--- config.mk ---
export PLATFORM = sky130hd
export DESIGN_NAME = iefc_top
export DESIGN_NICKNAME = d
export VERILOG_FILES = /design/src/logic/iefc_pkg.sv /design/src/logic/iefc_sync.sv /design/src/logic/iefc_edge_detect.sv /design/src/logic/iefc_top.sv
export SDC_FILE = /design/constraint.sdc
export NUM_CORES = 1
export LEC_CHECK = 0
export ABC_AREA = 1
export CORE_ASPECT_RATIO = 0.75
export CORE_MARGIN = 2
export CORE_UTILIZATION = 55
export DETAILED_ROUTE_END_ITERATION = 8
export DONT_BUFFER_PORTS = 1
export HOLD_SLACK_MARGIN = 0.08
export PLACE_DENSITY = 0.7
export SLEW_MARGIN = 20
export SYNTH_ARGS = -nofsm -noshare
export SYNTH_HDL_FRONTEND = slang
export SYNTH_HIERARCHICAL = 1
export SYNTH_SLANG_ARGS = --single-unit
--- constraint.sdc ---
create_clock -name pclk -period 1.2 [get_ports pclk]
set_input_delay 0.06 -clock pclk [delete_from_list [all_inputs] [get_ports pclk]]
set_output_delay 0.06 -clock pclk [all_outputs]
set_load 0.005 [all_outputs]
--- src/logic/iefc_pkg.sv ---
// package: register map, field positions and reset values of the interrupt control block
package iefc_pkg;

   // ----------------------------------------
   // register byte addresses
   // ----------------------------------------
   localparam logic [11:0] IEFC_ADDR_CONTROL    = 12'h000;
   localparam logic [11:0] IEFC_ADDR_PERIPH_EN  = 12'h004;
   localparam logic [11:0] IEFC_ADDR_PERIPH_FLG = 12'h008;
   localparam logic [11:0] IEFC_ADDR_PIN_FLAGS  = 12'h00C;
   localparam logic [11:0] IEFC_ADDR_OPTION     = 12'h010;

   // ----------------------------------------
   // control register fields
   // ----------------------------------------
   localparam int IEFC_GLOBAL_BIT     = 7;
   localparam int IEFC_PERIPH_GRP_BIT = 6;
   localparam int IEFC_TIMER_EN_BIT   = 5;
   localparam int IEFC_EDGE_EN_BIT    = 4;
   localparam int IEFC_PIN_EN_BIT     = 3;
   localparam int IEFC_TIMER_FLG_BIT  = 2;
   localparam int IEFC_EDGE_FLG_BIT   = 1;
   localparam int IEFC_PIN_SUM_BIT    = 0;

   // ----------------------------------------
   // peripheral enable / flag fields
   // ----------------------------------------
   localparam int IEFC_CONV_BIT  = 6;
   localparam int IEFC_OSC_BIT   = 4;
   localparam int IEFC_CELL_BIT  = 3;
   localparam int IEFC_MATCH_BIT = 1;
   localparam logic [7:0] IEFC_PERIPH_MASK = 8'h5A;

   // option register: edge polarity at bit 6
   localparam int IEFC_EDGE_POL_BIT = 6;

   // ----------------------------------------
   // reset values and widths
   // ----------------------------------------
   localparam logic [7:0] IEFC_CONTROL_RST = 8'h00;
   localparam logic [7:0] IEFC_PERIPH_RST  = 8'h00;
   localparam int         IEFC_PIN_COUNT   = 4;

endpackage : iefc_pkg

--- src/logic/iefc_sync.sv ---
// two-flop synchroniser for a bus of asynchronous inputs
module iefc_sync #(
   parameter int WIDTH = 1
) (
   // clock and reset
   input  wire logic             pclk,
   input  wire logic             presetn,
   // data
   input  wire logic [WIDTH-1:0] async_in,
   output      logic [WIDTH-1:0] sync_out
);

   logic [WIDTH-1:0] meta_q;

   // first stage feeds only the second stage
   always_ff @(posedge pclk or negedge presetn) begin
      if (!presetn) begin
         meta_q   <= '0;
         sync_out <= '0;
      end else begin
         meta_q   <= async_in;
         sync_out <= meta_q;
      end
   end

endmodule // iefc_sync

--- src/logic/iefc_edge_detect.sv ---
// edge detector on synchronised inputs, one-cycle pulses out
module iefc_edge_detect #(
   parameter int WIDTH = 1
) (
   // clock and reset
   input  wire logic             pclk,
   input  wire logic             presetn,
   // levels in, pulses out
   input  wire logic [WIDTH-1:0] level_in,
   output      logic [WIDTH-1:0] rise_out,
   output      logic [WIDTH-1:0] fall_out
);

   logic [WIDTH-1:0] prev_q;
   logic [2:0]       armed_q;

   // the synchroniser ahead leaves reset at zero for two edges, so a pin held high
   // through reset would look like a rising edge; stay blind until prev_q holds a real level
   always_ff @(posedge pclk or negedge presetn) begin
      if (!presetn) begin
         prev_q  <= '0;
         armed_q <= 3'h0;
      end else begin
         prev_q  <= level_in;
         armed_q <= {armed_q[1:0], 1'b1};
      end
   end

   assign rise_out = armed_q[2] ? (level_in & ~prev_q) : '0;
   assign fall_out = armed_q[2] ? (~level_in & prev_q) : '0;

endmodule // iefc_edge_detect

--- src/logic/iefc_top.sv ---
// interrupt enable and flag control with apb register access
//
// How it works
// - flags set on their source events regardless of any enable bit.
// - control bit 7 global enable passes enabled interrupts, zero blocks all.
// - control bit 6 gates every peripheral source onto the request.
// - control bit 5 enables the timer zero overflow source.
// - control bit 4 enables the external edge input source.
// - control bit 3 enables the pin-change source.
// - control bit 2 sets on timer zero overflow, holds until a control write clears it.
// - control bit 1 sets on a qualifying external edge.
// - control bit 0 reads one while any per-pin change flag is set.
// - pin-change summary is read-only, clears once all per-pin flags clear.
// - control register readable and writable except the summary bit.
// - all implemented control and enable bits reset to zero.
// - peripheral enable bit 6 enables conversion done.
// - peripheral enable bit 4 enables oscillator overflow.
// - peripheral enable bit 3 enables logic cell.
// - peripheral enable bit 1 enables timer match.
// - peripheral enable bits 7, 5, 2, 0 read zero and ignore writes.
// - edge input flag sets on rising edge if polarity one, else falling.
// - peripheral flags at bits 6, 4, 3, 1; software clears them.
// - request reaches the core within three to five instruction cycles.
//
// Design decisions made here: the register addresses and register access over APB.
module iefc_top
   import iefc_pkg::*;
#(
   parameter int PIN_COUNT = IEFC_PIN_COUNT
) (
   // clock and reset
   input  wire logic                 pclk,
   input  wire logic                 presetn,
   // apb slave
   input  wire logic                 psel,
   input  wire logic                 penable,
   input  wire logic                 pwrite,
   input  wire logic [11:0]          paddr,
   input  wire logic [31:0]          pwdata,
   input  wire logic [3:0]           pstrb,
   output      logic [31:0]          prdata,
   output      logic                 pready,
   output      logic                 pslverr,
   // event pulses from on-chip sources, same clock
   input  wire logic                 timer_zero_overflow,
   input  wire logic                 conversion_done,
   input  wire logic                 osc_overflow,
   input  wire logic                 logic_cell_event,
   input  wire logic                 timer_match,
   // asynchronous pins
   input  wire logic                 edge_input_pin,
   input  wire logic [PIN_COUNT-1:0] change_pins,
   // request to the core
   output      logic                 core_irq
);

   // ----------------------------------------
   // state
   // ----------------------------------------
   logic [7:0]           control_q;
   logic [7:0]           periph_en_q;
   logic [7:0]           periph_flg_q;
   logic [PIN_COUNT-1:0] per_pin_change_flags_q;
   logic                 edge_polarity_select_q;
   logic                 core_irq_q;
   logic [31:0]          prdata_q;

   // ----------------------------------------
   // pin synchronisation and edge detection
   // ----------------------------------------
   logic [PIN_COUNT:0] pins_sync;
   logic [PIN_COUNT:0] pins_rise;
   logic [PIN_COUNT:0] pins_fall;

   iefc_sync #(
      .WIDTH (PIN_COUNT + 1)
   ) u_sync (
      .pclk     (pclk),
      .presetn  (presetn),
      .async_in ({change_pins, edge_input_pin}),
      .sync_out (pins_sync)
   );

   iefc_edge_detect #(
      .WIDTH (PIN_COUNT + 1)
   ) u_edge (
      .pclk     (pclk),
      .presetn  (presetn),
      .level_in (pins_sync),
      .rise_out (pins_rise),
      .fall_out (pins_fall)
   );

   // ----------------------------------------
   // bus decode
   // ----------------------------------------
   wire bus_write   = psel & penable & pwrite;
   wire lane0       = pstrb[0];
   wire hit_control = (paddr == IEFC_ADDR_CONTROL);
   wire hit_pen     = (paddr == IEFC_ADDR_PERIPH_EN);
   wire hit_pflg    = (paddr == IEFC_ADDR_PERIPH_FLG);
   wire hit_pins    = (paddr == IEFC_ADDR_PIN_FLAGS);
   wire hit_option  = (paddr == IEFC_ADDR_OPTION);
   wire hit_any     = hit_control | hit_pen | hit_pflg | hit_pins | hit_option;
   wire wr_lane     = bus_write & lane0;
   wire wr_control  = wr_lane & hit_control;
   wire wr_pen      = wr_lane & hit_pen;
   wire wr_pflg     = wr_lane & hit_pflg;
   wire wr_pins     = wr_lane & hit_pins;
   wire wr_option   = wr_lane & hit_option;
   wire [7:0] wbyte = pwdata[7:0];

   // zero-wait slave; unmapped addresses get an error
   assign pready  = 1'b1;
   assign pslverr = psel & penable & ~hit_any;

   // ----------------------------------------
   // event sources
   // ----------------------------------------
   // flags are set by hardware with no look at any enable bit
   wire ev_timer = timer_zero_overflow;
   wire ev_edge  = edge_polarity_select_q ? pins_rise[0] : pins_fall[0];
   wire [PIN_COUNT-1:0] ev_pins = pins_rise[PIN_COUNT:1] | pins_fall[PIN_COUNT:1];
   wire [7:0] ev_periph = ({1'b0, conversion_done, 1'b0, osc_overflow,
                            logic_cell_event, 1'b0, timer_match, 1'b0}
                           & IEFC_PERIPH_MASK);

   // set-over-clear merge used by every software-clearable flag
   function automatic logic flag_next(input logic cur, input logic wr,
                                      input logic wval, input logic set);
      flag_next = set | (wr ? wval : cur);
   endfunction

   // ----------------------------------------
   // next values
   // ----------------------------------------
   logic [7:0] control_d;
   logic [7:0] periph_flg_d;
   logic [PIN_COUNT-1:0] pins_d;
   wire  pin_summary = |per_pin_change_flags_q;

   always_comb begin
      control_d = control_q;
      if (wr_control) begin
         control_d[7:3] = wbyte[7:3];
      end
      control_d[IEFC_TIMER_FLG_BIT] = flag_next(control_q[IEFC_TIMER_FLG_BIT],
                                                wr_control,
                                                wbyte[IEFC_TIMER_FLG_BIT],
                                                ev_timer);
      control_d[IEFC_EDGE_FLG_BIT]  = flag_next(control_q[IEFC_EDGE_FLG_BIT],
                                                wr_control,
                                                wbyte[IEFC_EDGE_FLG_BIT],
                                                ev_edge);
      // summary ignores writes and follows the per-pin flags
      control_d[IEFC_PIN_SUM_BIT] = 1'b0;
   end

   always_comb begin
      for (int i = 0; i < 8; i++) begin
         periph_flg_d[i] = flag_next(periph_flg_q[i], wr_pflg, wbyte[i], ev_periph[i]);
      end
      periph_flg_d = periph_flg_d & IEFC_PERIPH_MASK;
   end

   always_comb begin
      for (int i = 0; i < PIN_COUNT; i++) begin
         pins_d[i] = flag_next(per_pin_change_flags_q[i], wr_pins, wbyte[i], ev_pins[i]);
      end
   end

   // ----------------------------------------
   // request combine
   // ----------------------------------------
   wire core_hit = (control_q[IEFC_TIMER_EN_BIT] & control_q[IEFC_TIMER_FLG_BIT])
                 | (control_q[IEFC_EDGE_EN_BIT]  & control_q[IEFC_EDGE_FLG_BIT])
                 | (control_q[IEFC_PIN_EN_BIT]   & pin_summary);
   wire [7:0] periph_act = periph_en_q & periph_flg_q;
   wire periph_hit = control_q[IEFC_PERIPH_GRP_BIT] & (|periph_act);
   wire irq_d      = control_q[IEFC_GLOBAL_BIT] & (core_hit | periph_hit);

   // registered request adds one cycle, well inside the core latency window
   assign core_irq = core_irq_q;

   // ----------------------------------------
   // read mux
   // ----------------------------------------
   wire [7:0] control_view = {control_q[7:1], pin_summary};
   wire [7:0] rd_byte = hit_control ? control_view :
                        hit_pen     ? periph_en_q :
                        hit_pflg    ? periph_flg_q :
                        hit_pins    ? 8'(per_pin_change_flags_q) :
                        hit_option  ? 8'(edge_polarity_select_q) << IEFC_EDGE_POL_BIT :
                                      8'h00;
   wire rd_take = psel & ~penable & ~pwrite;

   assign prdata = prdata_q;

   // ----------------------------------------
   // registers
   // ----------------------------------------
   always_ff @(posedge pclk or negedge presetn) begin
      if (!presetn) begin
         control_q              <= IEFC_CONTROL_RST;
         periph_en_q            <= IEFC_PERIPH_RST;
         periph_flg_q           <= IEFC_PERIPH_RST;
         per_pin_change_flags_q <= '0;
         edge_polarity_select_q <= 1'b0;
         core_irq_q             <= 1'b0;
         prdata_q               <= 32'h0000_0000;
      end else begin
         control_q              <= control_d;
         periph_flg_q           <= periph_flg_d;
         per_pin_change_flags_q <= pins_d;
         core_irq_q             <= irq_d;
         if (wr_pen) begin
            periph_en_q <= wbyte & IEFC_PERIPH_MASK;
         end
         if (wr_option) begin
            edge_polarity_select_q <= wbyte[IEFC_EDGE_POL_BIT];
         end
         // read data captured in setup, stable through the access phase
         if (rd_take) begin
            prdata_q <= {24'h000000, rd_byte};
         end
      end
   end

endmodule // iefc_top

==> metrics.txt <==
H-tree levels 2; Synth area leader dfrtp_1; routed wire length approximately 4500 um; register area share after synthesis 0.502; period utilization 0.963; Setup TNS 0 ns; CTS max path bufs 2; WP data required 1.42 ns; Cell Area, Synth between 2000 and 2500 um2; nets 364; routed length per instance 12.7 um; Clock power frac 0.383; pin count of the biggest net entering global routing 48; Core ar. 4080 um2; register bit total from synthesis between 40 and 50; antenna cell count 0; Switching Fraction 0.225; endpoints failing hold 0; TritonCTS Buffers 5; synthesized area per cell 8.70 um2; DRT antenna net count 0; CTS sink count 47; Storage cell area 1180 um2; synth unique cells 29; internal cell power 2.34 mW; NetSw about 680 uW; GP Congestion 0.868; clock period minus worst slack 1.16 ns; Clock Latency Late Sink 0.30 ns; Mapped Cells between 200 and 300; DRC errors left 0; share of cells above drive strength 1 0.119; Setup-failing EPs final 0; vias in the first global route 1,571; Initial Utilization 0.574; min-delay worst type input pin to register; CP Class input pin to register; Fmax roughly 0.87 GHz; Worst-path clk slew 0.09 ns; TritonCTS clock tree built; FP Rows 20; die height around 60 um; area growth from synthesis to layout 15.1%; post-synth top area share 0.502; largest vdd supply drop a little over 0.9 mV; crit end category register; Root Driver clkbuf_8; startpoint types input pin; combinational power share 0.073; maxcap violations 0; Final Slew Violations 0; GRT Overall Usage 0.205; PortBufs 0; Yosys Warn Count 6; vias after detailed routing approximately 1,800; DR vias/cell 4.92; synth top area cells dfrtp_1, nand2_1, buf_4; final hold slack around 0.1 ns; FILL cells 367; antenna violations before repair 0; Layout Utilization 0.661; worst path arrival time roughly 1.4 ns; Pwr Density around 1100 nW/um2; DIE WIDTH 79.3 um; outcome finished clean; leakage 1.32 nW; Max Clock Skew 0.00395 ns; sequential cell fraction of total power 0.544; area of the multi-input gates 921 um2; DRT iter0 DRCs 86; die area 4800 um2; Crit Path Max Fanout 9; detailed placement HPWL 3220 um; total I/O pin count roughly 100; first-pass GRT wire length 7230 um; gr ovfl total 0; drt first pass iters 4
==> worst paths after layout <==
check	endpoint	startpoint	slack, ns	depth (start not counted)
max in group asynchronous	edge_polarity_select_q	presetn	0.73	2
worst min register to register	u_edge/armed_q[2]	u_edge/armed_q[1]	0.35	0
worst min-delay path	prdata[5]	paddr[6]	0.1	5
min in group asynchronous	periph_en_q[1]	presetn	0.27	2
worst max-delay path	prdata[7]	psel	0.04	5
worst max register to register	core_irq	per_pin_change_flags_q[3]	0.11	6
==> area by class of cell <==
class / count / area share
sequential: 47 / 0.436
multi-input combinational: 191 / 0.342
timing repair buffer: 31 / 0.120
inverter: 25 / 0.0348
clock buffer: 5 / 0.0255
tap: 55 / 0.0255
clock inverter: 3 / 0.0162
==> through the flow <==
step / area (um2) / setup slack (ns) / power [mW] / std cells
2_1_floorplan: 2430 / 0.245 / 1.82 / 292
3_3_place_gp: 2300 / 0.130 / 1.78 / 323
3_5_place_dp: 2300 / 0.114 / 1.78 / 323
4_1_cts: 2680 / 0.0141 / 3.04 / 355
5_1_grt: 2700 / -0.0210 / 3.13 / 357
6_report: 2700 / 0.0443 / 3.01 / 357
==> cells in the mapped netlist, drive strengths merged <==
| cell type | instances |
|---|---|
| nand2 | 76 |
| dfrtp | 47 |
| nor2 | 30 |
| buf | 29 |
| inv | 23 |
| nand3 | 19 |
| o21ai | 17 |
| nand3b | 6 |
| o211ai | 6 |
| conb | 3 |
| clkinv | 2 |
| nand4 | 2 |
| nor3 | 2 |
| o31ai | 2 |
| a211oi | 1 |
| a21oi | 1 |
| mux2i | 1 |
| o21a | 1 |
| or2 | 1 |
==> cells by family after synthesis <==
kind of cell           count (synthesis)  synth area share
flip-flops                            47             0.502
AND/OR/NAND/NOR                      136             0.275
other                                  3           0.00481
AO/OA/AOI/OAI                         28            0.0705
multiplexers                           1           0.00428
buffers and inverters                 54             0.143
==> layer usage <==
layer | GRT usage | wire (um) | vias up
met1 | 0.290 | 2210 | 810
met4 | 0.0887 | 50 | 0
li1 | - | - | 868
met3 | 0.0476 | 353 | 6
met5 | 0 | 0 | -
met2 | 0.310 | 1910 | 71
==> worst max-delay path, stage by stage <==
cell and delay (ns):
dlygate4sd3_1 0.53, inv_1 0.06, nor3_4 0.32, inv_2 0.15, o31ai_1 0.25
==> flip-flops by register name, summed over array words and instances (netlist names), 3 cells and up <==
name,count
prdata,8
control_q,7
u_edge/prev_q,5
u_sync/meta_q,5
u_sync/sync_out,5
per_pin_change_flags_q,4
periph_en_q,4
periph_flg_q,4
u_edge/armed_q,3
==> layout by cell type, fill, tap and decap left out, drive strengths merged <==
cell type    count
inv             23
mux2i            1
nor2            30
o31ai            2
o21a             1
conb            26
nand4            2
nand3           19
nand2           76
nor3             2
o21ai           17
dlygate4sd3     23
bufinv           1
buf              8
clkinv           4
nand3b           6
a211oi           1
clkbuf           5
o211ai           6
or2              1
dfrtp           47
a21oi            1
==> what timing repair did <==
action / 4_1_cts / 5_1_grt
setup buffers: 0 / 2
endpoints found under the hold margin: 80 / 0
gates resized for setup: 0 / 1
hold buffers: 24 / 0
endpoints found under the setup margin: 0 / 3
==> power by group through the flow <==
stage	registers [mW]	clock network [mW]	logic, mW
global route	1.65	1.24	0.247
global placement	1.67	0	0.104
CTS	1.64	1.18	0.214
detailed placement	1.67	0	0.107
finish	1.64	1.15	0.219
floorplan	1.66	0	0.157
No activity file was read; power rests on OpenSTA's default activity.
